`src/design/input_function_pkg.sv`:
```
package input_function_pkg;

  // Input-function codes held in the per-terminal selection registers.
  localparam logic [7:0] FN_ANALOG_SWITCH = 8'h10;
  localparam logic [7:0] FN_RAMP2 = 8'h09;
  localparam logic [7:0] FN_COAST = 8'h0b;
  localparam int NUM_INPUTS = 8;

  // Register word offsets (byte addresses).
  localparam logic [7:0] REG_SETPOINT_SRC = 8'h00;
  localparam logic [7:0] REG_CHANGEOVER = 8'h04;
  localparam logic [7:0] REG_BIPOLAR_MODE = 8'h08;
  localparam logic [7:0] REG_RAMP2_TRIG = 8'h0c;
  localparam logic [7:0] REG_RAMP2_ACCEL = 8'h10;
  localparam logic [7:0] REG_RAMP2_DECEL = 8'h14;
  localparam logic [7:0] REG_ACCEL_SW_FREQ = 8'h18;
  localparam logic [7:0] REG_DECEL_SW_FREQ = 8'h1c;
  localparam logic [7:0] REG_RESTART_POLICY = 8'h20;
  localparam logic [7:0] REG_RESTART_DELAY = 8'h24;
  localparam logic [7:0] REG_RESYNC_FREQ = 8'h28;
  localparam logic [7:0] REG_STATUS = 8'h2c;
  localparam logic [7:0] REG_RAMP1_ACCEL = 8'h30;
  localparam logic [7:0] REG_RAMP1_DECEL = 8'h34;
  localparam logic [7:0] REG_INPUT_FN_BASE = 8'h40;

  // Reset (factory default) values.
  localparam logic [1:0] SETPOINT_SRC_RST = 2'h1;
  localparam logic [1:0] CHANGEOVER_RST = 2'h0;
  localparam logic [1:0] BIPOLAR_MODE_RST = 2'h0;
  localparam logic [1:0] RAMP2_TRIG_RST = 2'h0;
  localparam logic [1:0] RESTART_POLICY_RST = 2'h0;
  // Ramp times in units of 10 ms: 1..360000, default 15 s.
  localparam logic [18:0] RAMP_TIME_MIN = 19'h00001;
  localparam logic [18:0] RAMP_TIME_MAX = 19'h57e40;
  localparam logic [18:0] RAMP2_TIME_RST = 19'h005dc;
  // Restart delay in units of 100 ms: 3..1000, default 1.0 s.
  localparam logic [9:0] RESTART_DELAY_MIN = 10'h003;
  localparam logic [9:0] RESTART_DELAY_MAX = 10'h3e8;
  localparam logic [9:0] RESTART_DELAY_RST = 10'h00a;
  // Frequencies in units of 0.01 Hz: 0..40000.
  localparam logic [15:0] FREQ_MAX = 16'h9c40;
  localparam logic [15:0] RESYNC_FREQ_RST = 16'h0000;
  localparam logic [15:0] SWITCH_FREQ_RST = 16'h0000;
  // Default terminal assignment of each input function (1-based terminal).
  localparam int DEF_ANALOG_SWITCH_TERM = 2;
  localparam int DEF_COAST_TERM = 4;
  localparam int DEF_RAMP2_TERM = 5;

  // Restart delay tick: 100 ms at 100 MHz.
  localparam int CLK_MHZ = 100;
  localparam int DELAY_TICK_MS = 100;
  localparam int DELAY_TICK_CYCLES = DELAY_TICK_MS * 1000 * CLK_MHZ;

  typedef enum logic [1:0] {
    RUN_NORMAL = 2'b00,
    RUN_COAST = 2'b01,
    RUN_WAIT = 2'b10,
    RUN_RESYNC = 2'b11
  } run_state_t;

  function automatic logic [31:0] clampVal(input logic [31:0] v, input logic [31:0] lo,
                                           input logic [31:0] hi);
    clampVal = (v < lo) ? lo : ((v > hi) ? hi : v);
  endfunction : clampVal

endpackage : input_function_pkg

```
`src/design/drive_input_function_control.sv`:
```
// Function
// - Active source-switch input selects alternate analog input instead of unipolar input.
// - Source selection 01 (default) uses the three analog terminals as setpoint.
// - Changeover target 00 picks current loop, 01 picks bipolar input.
// - Bipolar mode 00 alone, 01 sum unsigned, 02 sum with reversal.
// - A terminal with function code 16 acts as source-switch input.
// - Factory default assigns source-switch to terminal 2.
// - Active second-ramp input uses second ramp times, else first.
// - Second accel/decel times range 0.01..3600 s, default 15, writable running.
// - Ramp trigger 00 uses input level, 01 uses changeover frequencies.
// - A terminal with function code 09 acts as second-ramp input.
// - Factory default assigns second-ramp to terminal 5.
// - Active coast input switches output off so motor coasts.
// - On release, policy 00 restarts at 0 Hz, 01 waits then resyncs.
// - Restart delay 0.3..100 s, default 1.0; waiting indication shown meanwhile.
// - Resync starts driving once sensed speed reaches resync frequency, 0..400 Hz.
// - A terminal with function code 11 acts as coast input.
// - Factory default assigns coast to terminal 4.
//
// Decided for this implementation: the register addresses and register access over Wishbone.
`timescale 1ns/1ps
`default_nettype none
module drive_input_function_control
  import input_function_pkg::*;
#(
  parameter int DELAY_TICK = DELAY_TICK_CYCLES
) (
  input wire logic mclk,
  input wire logic rst_n,
  input wire logic wb_cyc_i,
  input wire logic wb_stb_i,
  input wire logic wb_we_i,
  input wire logic [7:0] wb_adr_i,
  input wire logic [3:0] wb_sel_i,
  input wire logic [31:0] wb_dat_i,
  output logic [31:0] wb_dat_o,
  output logic wb_ack_o,
  input wire logic [NUM_INPUTS-1:0] digitalIn,
  input wire logic signed [15:0] unipolarVoltage,
  input wire logic signed [15:0] bipolar_voltage_input,
  input wire logic signed [15:0] current_loop_input,
  input wire logic signed [15:0] keypadSetpoint,
  input wire logic [15:0] outputFreq,
  input wire logic [15:0] sensedRotorFreq,
  output logic signed [16:0] setpoint_q,
  output logic reverseDir_q,
  output logic setpointValid_q,
  output logic useRamp2_q,
  output logic [18:0] accelTime_q,
  output logic [18:0] decelTime_q,
  output logic outputEnable_q,
  output logic startFromZero_q,
  output logic waitIndicator_q
);
  import input_function_pkg::*;

  ////////////////////////////////////////////////////////////////////////////
  logic [NUM_INPUTS-1:0] inSync;
  logic analog_source_switch;
  logic second_ramp_select;
  logic coast_inhibit;
  logic [1:0] setpoint_source_sel_q;
  logic [1:0] changeover_target_q;
  logic [1:0] bipolar_input_mode_q;
  logic [1:0] ramp2_trigger_q;
  logic [18:0] ramp2_accel_time_q;
  logic [18:0] ramp2_decel_time_q;
  logic [18:0] ramp1AccelTime_q;
  logic [18:0] ramp1DecelTime_q;
  logic [15:0] ramp2_accel_switch_freq_q;
  logic [15:0] ramp2_decel_switch_freq_q;
  logic [1:0] restart_policy_q;
  logic [9:0] restart_delay_q;
  logic [15:0] resync_frequency_q;
  logic [8*NUM_INPUTS-1:0] input_function_sel_q;
  run_state_t state_q;
  logic [31:0] tick_q;
  logic [9:0] delayCnt_q;
  logic coastPrev_q;
  logic [15:0] prevFreq_q;

  input_sync #(.WIDTH(NUM_INPUTS)) u_sync (
    .mclk(mclk),
    .rst_n(rst_n),
    .asyncIn(digitalIn),
    .syncOut(inSync)
  );

  function_decode #(.N(NUM_INPUTS)) u_dec_switch (
    .level(inSync),
    .fnSel(input_function_sel_q),
    .code(FN_ANALOG_SWITCH),
    .active(analog_source_switch)
  );

  function_decode #(.N(NUM_INPUTS)) u_dec_ramp2 (
    .level(inSync),
    .fnSel(input_function_sel_q),
    .code(FN_RAMP2),
    .active(second_ramp_select)
  );

  function_decode #(.N(NUM_INPUTS)) u_dec_coast (
    .level(inSync),
    .fnSel(input_function_sel_q),
    .code(FN_COAST),
    .active(coast_inhibit)
  );

  ////////////////////////////////////////////////////////////////////////////
  // Register bus: classic Wishbone slave, ack one cycle after stb; a write lands on the
  // edge that samples ack high, the only edge at which the master vouches for its data.
  logic busReq;
  logic wrEn;
  assign busReq = wb_cyc_i && wb_stb_i && !wb_ack_o;
  assign wrEn = wb_cyc_i && wb_stb_i && wb_ack_o && wb_we_i && (wb_sel_i == 4'hf);

  function automatic logic [7:0] defaultFn(input int term);
    if (term == DEF_ANALOG_SWITCH_TERM) begin
      defaultFn = FN_ANALOG_SWITCH;
    end else if (term == DEF_COAST_TERM) begin
      defaultFn = FN_COAST;
    end else if (term == DEF_RAMP2_TERM) begin
      defaultFn = FN_RAMP2;
    end else begin
      defaultFn = 8'h00;
    end
  endfunction : defaultFn

  always_ff @(posedge mclk) begin
    if (!rst_n) begin
      wb_ack_o <= 1'b0;
    end else begin
      wb_ack_o <= busReq;
    end
  end

  always_ff @(posedge mclk) begin
    if (!rst_n) begin
      setpoint_source_sel_q <= SETPOINT_SRC_RST;
      changeover_target_q <= CHANGEOVER_RST;
      bipolar_input_mode_q <= BIPOLAR_MODE_RST;
      ramp2_trigger_q <= RAMP2_TRIG_RST;
      restart_policy_q <= RESTART_POLICY_RST;
    end else if (wrEn) begin
      unique case (wb_adr_i)
        REG_SETPOINT_SRC: setpoint_source_sel_q <= wb_dat_i[1:0];
        REG_CHANGEOVER: changeover_target_q <= wb_dat_i[1:0];
        REG_BIPOLAR_MODE: bipolar_input_mode_q <= wb_dat_i[1:0];
        REG_RAMP2_TRIG: ramp2_trigger_q <= wb_dat_i[1:0];
        REG_RESTART_POLICY: restart_policy_q <= wb_dat_i[1:0];
        default: ;
      endcase
    end
  end

  // Times accept writes at any moment, including while running; out-of-range
  // values are clamped rather than refused so software always sees a legal value.
  always_ff @(posedge mclk) begin
    if (!rst_n) begin
      ramp2_accel_time_q <= RAMP2_TIME_RST;
      ramp2_decel_time_q <= RAMP2_TIME_RST;
      ramp1AccelTime_q <= RAMP2_TIME_RST;
      ramp1DecelTime_q <= RAMP2_TIME_RST;
      ramp2_accel_switch_freq_q <= SWITCH_FREQ_RST;
      ramp2_decel_switch_freq_q <= SWITCH_FREQ_RST;
      restart_delay_q <= RESTART_DELAY_RST;
      resync_frequency_q <= RESYNC_FREQ_RST;
    end else if (wrEn) begin
      unique case (wb_adr_i)
        REG_RAMP2_ACCEL: ramp2_accel_time_q <=
            19'(clampVal(wb_dat_i, 32'(RAMP_TIME_MIN), 32'(RAMP_TIME_MAX)));
        REG_RAMP2_DECEL: ramp2_decel_time_q <=
            19'(clampVal(wb_dat_i, 32'(RAMP_TIME_MIN), 32'(RAMP_TIME_MAX)));
        REG_ACCEL_SW_FREQ: ramp2_accel_switch_freq_q <=
            16'(clampVal(wb_dat_i, 32'h0, 32'(FREQ_MAX)));
        REG_DECEL_SW_FREQ: ramp2_decel_switch_freq_q <=
            16'(clampVal(wb_dat_i, 32'h0, 32'(FREQ_MAX)));
        REG_RESTART_DELAY: restart_delay_q <=
            10'(clampVal(wb_dat_i, 32'(RESTART_DELAY_MIN), 32'(RESTART_DELAY_MAX)));
        REG_RESYNC_FREQ: resync_frequency_q <=
            16'(clampVal(wb_dat_i, 32'h0, 32'(FREQ_MAX)));
        REG_RAMP1_ACCEL: ramp1AccelTime_q <=
            19'(clampVal(wb_dat_i, 32'(RAMP_TIME_MIN), 32'(RAMP_TIME_MAX)));
        REG_RAMP1_DECEL: ramp1DecelTime_q <=
            19'(clampVal(wb_dat_i, 32'(RAMP_TIME_MIN), 32'(RAMP_TIME_MAX)));
        default: ;
      endcase
    end
  end

  always_ff @(posedge mclk) begin
    if (!rst_n) begin
      for (int i = 0; i < NUM_INPUTS; i++) begin
        input_function_sel_q[8*i +: 8] <= defaultFn(i + 1);
      end
    end else if (wrEn && wb_adr_i >= REG_INPUT_FN_BASE &&
                 wb_adr_i < REG_INPUT_FN_BASE + 8'(4 * NUM_INPUTS) && wb_adr_i[1:0] == 2'b00) begin
      input_function_sel_q[8*(3'(wb_adr_i[4:2])) +: 8] <= wb_dat_i[7:0];
    end
  end

  always_ff @(posedge mclk) begin
    if (!rst_n) begin
      wb_dat_o <= 32'h0;
    end else if (busReq) begin
      wb_dat_o <= 32'h0;
      if (wb_adr_i >= REG_INPUT_FN_BASE && wb_adr_i < REG_INPUT_FN_BASE + 8'(4 * NUM_INPUTS)) begin
        wb_dat_o <= {24'h0, input_function_sel_q[8*(3'(wb_adr_i[4:2])) +: 8]};
      end else begin
        unique case (wb_adr_i)
          REG_SETPOINT_SRC: wb_dat_o <= {30'h0, setpoint_source_sel_q};
          REG_CHANGEOVER: wb_dat_o <= {30'h0, changeover_target_q};
          REG_BIPOLAR_MODE: wb_dat_o <= {30'h0, bipolar_input_mode_q};
          REG_RAMP2_TRIG: wb_dat_o <= {30'h0, ramp2_trigger_q};
          REG_RAMP2_ACCEL: wb_dat_o <= {13'h0, ramp2_accel_time_q};
          REG_RAMP2_DECEL: wb_dat_o <= {13'h0, ramp2_decel_time_q};
          REG_ACCEL_SW_FREQ: wb_dat_o <= {16'h0, ramp2_accel_switch_freq_q};
          REG_DECEL_SW_FREQ: wb_dat_o <= {16'h0, ramp2_decel_switch_freq_q};
          REG_RESTART_POLICY: wb_dat_o <= {30'h0, restart_policy_q};
          REG_RESTART_DELAY: wb_dat_o <= {22'h0, restart_delay_q};
          REG_RESYNC_FREQ: wb_dat_o <= {16'h0, resync_frequency_q};
          REG_STATUS: wb_dat_o <= {19'h0, state_q, analog_source_switch, second_ramp_select,
                                   coast_inhibit, inSync};
          REG_RAMP1_ACCEL: wb_dat_o <= {13'h0, ramp1AccelTime_q};
          REG_RAMP1_DECEL: wb_dat_o <= {13'h0, ramp1DecelTime_q};
          default: wb_dat_o <= 32'h0;
        endcase
      end
    end
  end

  ////////////////////////////////////////////////////////////////////////////
  // Setpoint selection.
  logic signed [16:0] mainIn;
  logic signed [16:0] sumIn;
  logic signed [16:0] spNext;
  always_comb begin
    mainIn = 17'(unipolarVoltage);
    if (analog_source_switch && changeover_target_q == 2'h0) begin
      mainIn = 17'(current_loop_input);
    end
    sumIn = mainIn + 17'(bipolar_voltage_input);
    spNext = mainIn;
    if (analog_source_switch && changeover_target_q == 2'h1) begin
      spNext = 17'(bipolar_voltage_input);
    end else begin
      unique case (bipolar_input_mode_q)
        2'h1: spNext = (sumIn < 0) ? 17'sh0 : sumIn;
        2'h2: spNext = sumIn;
        default: spNext = mainIn;
      endcase
    end
  end

  // Non-analog sources fall back to the keypad value; the bus and option card
  // sources live outside this block, yet valid drops only for selection 3.
  always_ff @(posedge mclk) begin
    if (!rst_n) begin
      setpoint_q <= 17'sh0;
      reverseDir_q <= 1'b0;
      setpointValid_q <= 1'b0;
    end else if (setpoint_source_sel_q == SETPOINT_SRC_RST) begin
      setpoint_q <= (spNext < 0) ? -spNext : spNext;
      reverseDir_q <= (bipolar_input_mode_q == 2'h2 || (analog_source_switch &&
                       changeover_target_q == 2'h1)) && spNext < 0;
      setpointValid_q <= 1'b1;
    end else begin
      setpoint_q <= 17'(keypadSetpoint);
      reverseDir_q <= 1'b0;
      setpointValid_q <= setpoint_source_sel_q <= 2'h2;
    end
  end

  ////////////////////////////////////////////////////////////////////////////
  // Ramp selection.
  logic rampAuto;
  always_comb begin
    rampAuto = (outputFreq >= ramp2_accel_switch_freq_q && outputFreq >= prevFreq_q) ||
               (outputFreq <= ramp2_decel_switch_freq_q && outputFreq < prevFreq_q);
  end

  always_ff @(posedge mclk) begin
    if (!rst_n) begin
      prevFreq_q <= 16'h0;
      useRamp2_q <= 1'b0;
      accelTime_q <= RAMP2_TIME_RST;
      decelTime_q <= RAMP2_TIME_RST;
    end else begin
      prevFreq_q <= outputFreq;
      useRamp2_q <= (ramp2_trigger_q == 2'h1) ? rampAuto : second_ramp_select;
      accelTime_q <= useRamp2_q ? ramp2_accel_time_q : ramp1AccelTime_q;
      decelTime_q <= useRamp2_q ? ramp2_decel_time_q : ramp1DecelTime_q;
    end
  end

  ////////////////////////////////////////////////////////////////////////////
  // Coast and restart sequencer.
  always_ff @(posedge mclk) begin
    if (!rst_n) begin
      state_q <= RUN_NORMAL;
      tick_q <= 32'h0;
      delayCnt_q <= 10'h0;
      coastPrev_q <= 1'b0;
    end else begin
      coastPrev_q <= coast_inhibit;
      if (coast_inhibit) begin
        state_q <= RUN_COAST;
      end else begin
        unique case (state_q)
          RUN_NORMAL: state_q <= RUN_NORMAL;
          RUN_COAST: begin
            tick_q <= 32'h0;
            delayCnt_q <= 10'h0;
            state_q <= (restart_policy_q == 2'h1) ? RUN_WAIT : RUN_NORMAL;
          end
          RUN_WAIT: begin
            if (tick_q >= 32'(DELAY_TICK - 1)) begin
              tick_q <= 32'h0;
              delayCnt_q <= delayCnt_q + 10'h1;
              if (delayCnt_q + 10'h1 >= restart_delay_q) begin
                state_q <= RUN_RESYNC;
              end
            end else begin
              tick_q <= tick_q + 32'h1;
            end
          end
          RUN_RESYNC: begin
            if (sensedRotorFreq <= resync_frequency_q) begin
              state_q <= RUN_NORMAL;
            end
          end
        endcase
      end
    end
  end

  // Outputs follow the next state so they switch on the same edge, except waitIndicator_q, which stays high for one cycle after RUN_WAIT ends.
  always_ff @(posedge mclk) begin
    if (!rst_n) begin
      outputEnable_q <= 1'b1;
      startFromZero_q <= 1'b0;
      waitIndicator_q <= 1'b0;
    end else begin
      outputEnable_q <= !coast_inhibit && (state_q == RUN_NORMAL ||
                        (state_q == RUN_COAST && restart_policy_q != 2'h1) ||
                        (state_q == RUN_RESYNC && sensedRotorFreq <= resync_frequency_q));
      startFromZero_q <= !coast_inhibit && coastPrev_q && restart_policy_q != 2'h1;
      waitIndicator_q <= !coast_inhibit && (state_q == RUN_WAIT ||
                         (state_q == RUN_COAST && restart_policy_q == 2'h1));
    end
  end
endmodule : drive_input_function_control
`default_nettype wire

```
`src/design/function_decode.sv`:
```
`timescale 1ns/1ps
`default_nettype none
module function_decode
  import input_function_pkg::*;
#(
  parameter int N = 8
) (
  input wire logic [N-1:0] level,
  input wire logic [8*N-1:0] fnSel,
  input wire logic [7:0] code,
  output logic active
);
  // Any terminal whose selection holds the code drives the function (OR).
  always_comb begin
    active = 1'b0;
    for (int i = 0; i < N; i++) begin
      if (fnSel[8*i +: 8] == code && level[i]) begin
        active = 1'b1;
      end
    end
  end
endmodule : function_decode
`default_nettype wire

```
`src/design/input_sync.sv`:
```
`timescale 1ns/1ps
`default_nettype none
module input_sync #(
  parameter int WIDTH = 8
) (
  input wire logic mclk,
  input wire logic rst_n,
  input wire logic [WIDTH-1:0] asyncIn,
  output logic [WIDTH-1:0] syncOut
);
  logic [WIDTH-1:0] meta_q;

  // The first stage feeds only the second stage.
  always_ff @(posedge mclk) begin
    if (!rst_n) begin
      meta_q <= '0;
      syncOut <= '0;
    end else begin
      meta_q <= asyncIn;
      syncOut <= meta_q;
    end
  end
endmodule : input_sync
`default_nettype wire

```
`config.mk`:
```
export PLATFORM = sky130hd
export DESIGN_NAME = drive_input_function_control
export DESIGN_NICKNAME = d
export VERILOG_FILES = /design/src/design/input_function_pkg.sv /design/src/design/drive_input_function_control.sv /design/src/design/function_decode.sv /design/src/design/input_sync.sv
export SDC_FILE = /design/constraint.sdc
export NUM_CORES = 1
export LEC_CHECK = 0
export ABC_AREA = 1
export BUFFER_PORTS_ARGS = -buffer_cell sky130_fd_sc_hd__buf_2
export CAP_MARGIN = 10
export CELL_PAD_IN_SITES_DETAIL_PLACEMENT = 0
export CELL_PAD_IN_SITES_GLOBAL_PLACEMENT = 1
export CORE_UTILIZATION = 42
export CTS_BUF_LIST = sky130_fd_sc_hd__clkbuf_8 sky130_fd_sc_hd__clkbuf_16
export CTS_CLUSTER_DIAMETER = 40
export DETAILED_ROUTE_END_ITERATION = 6
export PLACE_DENSITY_LB_ADDON = 0.1
export SETUP_SLACK_MARGIN = 0.3
export SLEW_MARGIN = 15
export SYNTH_ARGS = -nofsm -noshare
export SYNTH_HDL_FRONTEND = slang
export SYNTH_SLANG_ARGS = --single-unit
```
`constraint.sdc`:
```
create_clock -name mclk -period 5.3 [get_ports mclk]
set_input_delay 1.325 -clock mclk [delete_from_list [all_inputs] [get_ports mclk]]
set_output_delay 1.325 -clock mclk [all_outputs]
set_load 0.01 [all_outputs]
```
# After elaboration in Yosys (flattened, before gate mapping)
# Index checks and enable logic that the tools add are counted.
[word_totals]
word_cells = 244
register_bits = 379
inputBits = 153
[op_classes]
n_reduce_logical = 76
n_eq_ne = 54
order_cmp = 18
bitwise_logic = 2
n_mux = 53
n_addsub = 5
shift = 3
[op_table]
columns = ["operator", "n"]
rows = [
  ["19-bit one-hot mux with 14 select lines", 1],
  ["8-bit by 4-bit equality test with 1-bit output, second input constant", 18],
  ["8-bit by 5-bit equality test with 1-bit output, second input constant", 12],
  ["19-bit 2-to-1 mux", 5],
  ["17-bit 2-to-1 mux", 5],
  ["64-bit bitwise mux", 1],
  ["32-bit by 1-bit less-than comparator with 1-bit output, second input constant", 2],
  ["32-bit one-hot mux with 2 select lines", 1],
  ["8-bit by 34-bit variable shift with 64-bit output, first input constant", 1],
  ["64-bit by 7-bit variable part select with 8-bit output", 1],
  ["8-bit by 34-bit variable part select with 64-bit output", 1],
  ["8-bit by 6-bit equality test with 1-bit output, second input constant", 6],
  ["1-bit logical AND", 45],
  ["17-bit by 1-bit less-than comparator with 1-bit output, second input constant", 2],
  ["6-bit negator with 34-bit output", 1],
  ["17-bit one-hot mux with 2 select lines", 1],
  ["32-bit by 1-bit adder with 32-bit output, second input constant", 1],
  ["16-bit greater-or-equal comparator", 2],
  ["32-bit by 24-bit greater-or-equal comparator with 1-bit output, second input constant", 1],
  ["32-bit by 10-bit > comparator with 1-bit output, second input constant", 1],
  ["32-bit by 16-bit > comparator with 1-bit output, second input constant", 1],
  ["32-bit by 19-bit > comparator with 1-bit output, second input constant", 1],
  ["16-bit less-or-equal comparator", 2],
  ["32-bit by 2-bit less-than comparator with 1-bit output, second input constant", 1],
  ["other kinds (31)", 98],
]

# Logic depth before layout (Yosys ltp)
[logic_depth]
ltp_word = 20
depth_mapped = 38

# Cells and area by module
# Synthesis repeated with hierarchy kept, for this count alone.
[hier_totals]
cells_unflattened = 3462
hier_area_um2 = 22703.0
[modules_own_cells]
columns = ["mod", "area_per_inst_um2", "n_inst", "cells_per_inst"]
rows = [
  ["drive_input_function_control", 18709.2, 1, 2629],
  ["function_decode", 1169.9, 3, 261],
  ["input_sync", 484.2, 1, 50],
]

# Worst setup path before layout
# No wires, ideal clock.
[synth_timing]
kind = "input to register"
from = "input current_loop_input[0]"
to = "register setpoint_q[14]"
slack_ns = 1.218
t_arrival_ns = 3.973
cell_stages = 27
required_ns = 5.191
n_path_buf = 1
cell_sequence = "nand3b_1 -> nand2_1 -> inv_1 -> ha_1 -> fa_1 -> nand2_1 -> nand2_1 -> nand3_2 -> nand2_2 -> nand2_2 -> nand3_2 -> nand3_2 -> nand2_2 -> buf_6 -> nand2_1 -> nand3_1 -> o21ai_2 -> ha_1 -> nand3_1 -> nor2_1 -> nor2_2 -> nor2_2 -> nand2_1 -> nand2_1 -> nand3_1 -> nand2_1 -> inv_1"
[synth_via]
elab_chain_len = 9
word_cells_on_any_way = 10
[synth_lines]
columns = ["item", "line", "rtl"]
rows = [
  ["start, declared", "drive_input_function_control.sv:41", "input wire logic signed [15:0] current_loop_input,"],
  ["17-bit 2-to-1 mux (*)", "drive_input_function_control.sv:240", "if (analog_source_switch && changeover_target_q == 2'h0) begin"],
  ["17-bit by 16-bit adder with 17-bit output", "drive_input_function_control.sv:243", "sumIn = mainIn + 17'(bipolar_voltage_input);"],
  ["17-bit by 1-bit less-than comparator with 1-bit output", "drive_input_function_control.sv:249", "2'h1: spNext = (sumIn < 0) ? 17'sh0 : sumIn;"],
  ["17-bit 2-to-1 mux", "drive_input_function_control.sv:249", ""],
  ["17-bit one-hot mux with 2 select lines (*)", "drive_input_function_control.sv:248", "unique case (bipolar_input_mode_q)"],
  ["17-bit 2-to-1 mux (*)", "drive_input_function_control.sv:245", "if (analog_source_switch && changeover_target_q == 2'h1) begin"],
  ["17-bit negator / 17-bit by 1-bit less-than comparator with 1-bit output (equally long branches)", "drive_input_function_control.sv:264", "setpoint_q <= (spNext < 0) ? -spNext : spNext;"],
  ["17-bit 2-to-1 mux (*)", "drive_input_function_control.sv:264", ""],
  ["17-bit 2-to-1 mux (*)", "drive_input_function_control.sv:263", "end else if (setpoint_source_sel_q == SETPOINT_SRC_RST) begin"],
  ["end signal, assigned", "drive_input_function_control.sv:264", ""],
  ["end signal, assigned", "drive_input_function_control.sv:269", "setpoint_q <= 17'(keypadSetpoint);"],
  ["end, declared", "drive_input_function_control.sv:45", "output logic signed [16:0] setpoint_q,"],
]
# Mark *: on every way between the ends. The rest lies on a longest branch, timed or not.
# A chain may end at the register's enable or synchronous reset.

# Final worst setup path
[layout_timing]
from = "register input_function_sel_q[57]"
to = "register setpoint_q[10]"
[layout_via]
elab_chain_len = 13
word_cells_on_any_way = 15
[layout_lines]
columns = ["item", "line", "rtl"]
rows = [
  ["start, declared", "drive_input_function_control.sv:75", "logic [8*NUM_INPUTS-1:0] input_function_sel_q;"],
  ["start signal, assigned by index", "drive_input_function_control.sv:195", "input_function_sel_q[8*i +: 8] <= defaultFn(i + 1);"],
  ["start signal, assigned by index", "drive_input_function_control.sv:199", "input_function_sel_q[8*(3'(wb_adr_i[4:2])) +: 8] <= wb_dat_i[7:0];"],
  ["8-bit by 5-bit equality test with 1-bit output (*)", "function_decode.sv:17", "if (fnSel[8*i +: 8] == code && level[i]) begin"],
  ["1-bit logical AND (*)", "function_decode.sv:17", ""],
  ["1-bit 2-to-1 mux (*)", "function_decode.sv:17", ""],
  ["1-bit logical AND", "drive_input_function_control.sv:240", ""],
  ["17-bit 2-to-1 mux", "drive_input_function_control.sv:240", ""],
  ["17-bit by 16-bit adder with 17-bit output", "drive_input_function_control.sv:243", ""],
  ["17-bit by 1-bit less-than comparator with 1-bit output", "drive_input_function_control.sv:249", ""],
  ["17-bit 2-to-1 mux", "drive_input_function_control.sv:249", ""],
  ["17-bit one-hot mux with 2 select lines", "drive_input_function_control.sv:248", ""],
  ["17-bit 2-to-1 mux (*)", "drive_input_function_control.sv:245", ""],
  ["17-bit negator / 17-bit by 1-bit less-than comparator with 1-bit output (equally long branches)", "drive_input_function_control.sv:264", ""],
  ["17-bit 2-to-1 mux (*)", "drive_input_function_control.sv:264", ""],
  ["17-bit 2-to-1 mux (*)", "drive_input_function_control.sv:263", ""],
]
# Marks and branches as above.

==> summary.md <==
The share of cells above drive strength 1 works out to 14.54%. The final period demand of the worst path was 4.580 ns; the total negative slack for setup checks was 0 ns. Counting along the longest clock path gives a buffer depth of 3.

Internal power comes to 0.005804 W. The fraction of the core area covered by cells at the end of the flow is 51.54%, and the width of the chip is 220.1 µm. At the pin with the least slew margin, the transition time is 1.163 ns.

The post-CTS resize count was 0; the number of buffers inserted during clock tree synthesis was 68. The area enclosed by the die boundary was 48,440 µm². The number of antenna diodes in the final layout is 0. The initial antenna violation count was 3; the required time of the critical path was 5.79 ns.

Net switching is 26.23% of the power. The launching instance or port of the critical path is input_function_sel_q[57]. The tools report the static leakage as 11.10 nW.

The tools report the endpoint of the lowest-slack register-to-register path as setpoint_q[10]. Number of setup buffers added after CTS: 0. The share of total power dissipated in combinational logic is 8.7%.

Yosys printed 0 warnings. The count of mapped cells out of synthesis is 2,922. The worst hold path belongs to the class reg2reg. TritonCTS built the clock tree.

The synthesized flop and latch total was 366; the post-detailed-route count of antenna-violating nets was 0. In this run, distinct cell masters in the synthesized netlist total 56. The layout has 4,728 filler cells.

The routed design has 71,570 µm of wire. The logs give 0 for the final max-slew violation count and 0 for the total of endpoints with negative setup slack in the final report. Clock latency on the worst-skew pair, taken at its later pin, is 0.61 ns.

Net switching power: 0.002064 W. Counting stages on the worst path, the most repeated cell is sky130_fd_sc_hd__nand2_1. Sequential share of power: 35.6%. Summing the sequential cell areas from Yosys gives 36.68% of the chip area. The checks that failed: DRC.

Leaving out fill and tap cells, the most frequent cell in the layout is sky130_fd_sc_hd__nand2_1. The largest total area in the synthesized netlist belongs to sky130_fd_sc_hd__dfxtp_1. The top cell type by area accounts for 36.68% of the synthesized area. The first routing iteration left 1,777 violations. In the synthesized netlist the async set-or-reset flop fraction comes to 0%. Dividing the detail-routed via count by the number of cells gives 5.360. The capture point of the worst path was setpoint_q[10]. Count of max-cap constraint violations: 0.

The floorplan step set the die height to 220.1 µm. The tools report the source of the worst register-to-register timing path as input_function_sel_q[57]. STA classifies the critical path startpoint as a flip-flop. The critical path arrival was 5.07 ns.

The endpoint class of the critical path was a flip-flop. The category of the critical setup timing path is reg2reg. In the synthesized netlist the dominant register cell turns out to be sky130_fd_sc_hd__dfxtp_1.

From synthesis to final layout, the design area changed by 20.63%. The first detailed-routing pass took 7 iterations. Entering global routing, the biggest net connects 91 pins. Across the VDD grid, the largest voltage drop is 0.2989 mV.

The number of global-route vias before repair was 18.96k; the number of enable-type register cells in the synthesized netlist was 0. After legalization and detailed placement, the total HPWL measured 53,620 µm. The run finished, with violations left. The tools report the area of the multi-input gates as 10,290 µm².

The slowest stage of the critical path belongs to the cell sky130_fd_sc_hd__fa_1. After global routing the overflow that remains totals 0. After detailed routing, the number of remaining DRC violations is 33. The highest achievable clock rate was 0.2184 GHz; the register area was 7327 µm². The tools report the number of hold buffers added after CTS as 0. In the global route stage, overall resource usage came out at 29.34%. The H-tree generated during clock tree synthesis spans 3 levels.

The detailed-route via count was 20.47k. Average wire per cell in the routed design: 18.74 µm. Setup repair after global routing left no endpoint under its margin. Yosys attributes the largest share of cell area to sky130_fd_sc_hd__dfxtp_1, sky130_fd_sc_hd__nand2_1, sky130_fd_sc_hd__inv_1.

For the final hold violation count, the log shows 0. The clock network accounts for 55.7% of the total power. Leaving out fill and tap cells, the most frequent cells in the layout are sky130_fd_sc_hd__nand2_1, sky130_fd_sc_hd__inv_1, sky130_fd_sc_hd__dfxtp_1, sky130_fd_sc_hd__a21oi_1, sky130_fd_sc_hd__o21ai_0. Leaving out filler cells and counting taps, the final layout contains 3,819. Clock-pin slew was measured on the worst setup and hold paths at 0.05 ns.

The area of the core was 46,750 µm²; the worst clock skew was 0.02527 ns. The floorplan has 79 rows. The tools report the net count reported at finish as 3,415. For flop-to-flop paths, the worst setup slack is 0.72 ns. The period utilization is 86.41%, and the largest stage delay on the critical path is 0.41 ns.

The worst slew margin relative to its limit is 22.36%, and the number of I/O port buffers is 233. The synthesized area per cell was 6.837 µm². The number of cells on the worst reg-to-reg path is 34. The biggest fanout along the worst timing path was 21. For the top-level port count, the log shows 247. The count of placed standard cells including taps was 3,694; the total clock sinks was 366. The run gives 19,980 µm² as the post-synthesis instance area.

Dividing total power by cell area gives a power density of 326.5 nW/µm². The run gives 0.9385 as the weighted congestion at the end of routability-driven global placement. In this run the clock root is driven by a sky130_fd_sc_hd__clkbuf_16.

The logs give 42.73% for the initial core utilization and 107,900 µm for the first-pass GRT wire length.
logic make-up after synthesis:
kind of cell             after synthesis  share of synthesized area, %
buffers and inverters                618                         12.06
AND/OR/NAND/NOR                     1060                         22.74
adder cells (fa/ha/maj)              105                         6.614
flip-flops                           366                         36.68
AO/OA/AOI/OAI                        748                         20.84
XOR/XNOR                              24                         1.052
other                                  1                       0.01877
cell usage after synthesis (11+ instances only):
cell type                  instances
sky130_fd_sc_hd__a211oi_1         27
sky130_fd_sc_hd__a21oi_1         321
sky130_fd_sc_hd__buf_4            15
sky130_fd_sc_hd__clkbuf_1         97
sky130_fd_sc_hd__dfxtp_1         366
sky130_fd_sc_hd__ha_1            104
sky130_fd_sc_hd__inv_1           472
sky130_fd_sc_hd__nand2_1         515
sky130_fd_sc_hd__nand2_2          19
sky130_fd_sc_hd__nand3_1         112
sky130_fd_sc_hd__nand3b_1         16
sky130_fd_sc_hd__nand4_1          43
sky130_fd_sc_hd__nor2_1          261
sky130_fd_sc_hd__nor2_2           11
sky130_fd_sc_hd__nor3_1           48
sky130_fd_sc_hd__nor4_1           15
sky130_fd_sc_hd__o211ai_1         23
sky130_fd_sc_hd__o21ai_0         270
sky130_fd_sc_hd__o22ai_1          33
sky130_fd_sc_hd__xor2_1           18
per-stage QoR:
stage	worst slack (ns)	total power, W	cell area [µm²]	hold slack [ns]
floorplan	1.218	0.003277	20020	0.3905
global placement	0.7367	0.003528	21760	0.4002
detailed placement	0.7182	0.003532	21760	0.4145
CTS	0.7384	0.007918	24100	0.4209
global route	0.3228	0.008130	24100	0.4431
finish	0.7203	0.007868	24100	0.4138
cell type report:
class                      count  share of cell area [%]
inverter                     486                   7.581
timing repair buffer         285                   6.485
multi-input combinational   1950                   42.70
tap                          607                   3.152
clock buffer                  80                   7.887
sequential                   366                   30.41
clock inverter                45                   1.791
worst min-delay path by stage:
stage                                    to                      from  cells after the start  slack, ns
after floorplan           u_sync.syncOut[0]          u_sync.meta_q[0]                      2       0.39
after global placement    u_sync.syncOut[5]          u_sync.meta_q[5]                      2       0.40
after detailed placement  u_sync.syncOut[5]          u_sync.meta_q[5]                      2       0.41
after CTS                 u_sync.syncOut[5]          u_sync.meta_q[5]                      2       0.42
after global routing        setpointValid_q  setpoint_source_sel_q[0]                      1       0.44
final                     u_sync.syncOut[5]          u_sync.meta_q[5]                      2       0.41
registers in the layout (all words and copies together) (netlist names), 8 cells and up:
name,cells
setpoint_q,17
delayCnt_q,10
ramp2_decel_switch_freq_q,16
u_sync.syncOut,8
ramp1AccelTime_q,19
ramp2_accel_time_q,19
ramp2_decel_time_q,19
ramp2_accel_switch_freq_q,16
accelTime_q,19
u_sync.meta_q,8
resync_frequency_q,16
input_function_sel_q,64
ramp1DecelTime_q,19
restart_delay_q,10
prevFreq_q,16
wb_dat_o,19
decelTime_q,19
tick_q,32
metal layers:
layer	vias to the layer above	part of all wire, %	global-route usage (%)
li1	10080	-	-
met1	9422	43	38.55
met2	808	45	46.75
met3	152	8.1	5.894
met4	6	3.3	11.91
met5	-	0.061	0
critical path: cells and delay by family, from the launching register on:
family / cells / cell delay (ns)
flops: 1 / 0.35
simple gates: 28 / 3.16
buf+inv: 3 / 0.16
fa+ha+maj: 3 / 0.78
power groups by stage:
stage	Clock (W)	Combinational, W	Sequential [W]
6_report	0.00438	0.000684	0.00280
5_1_grt	0.00457	0.000758	0.00280
4_1_cts	0.00444	0.000678	0.00280
3_5_place_dp	0	0.000675	0.00286
3_3_place_gp	0	0.000672	0.00286
2_1_floorplan	0	0.000413	0.00286
Power figures use the tool's default switching activity.
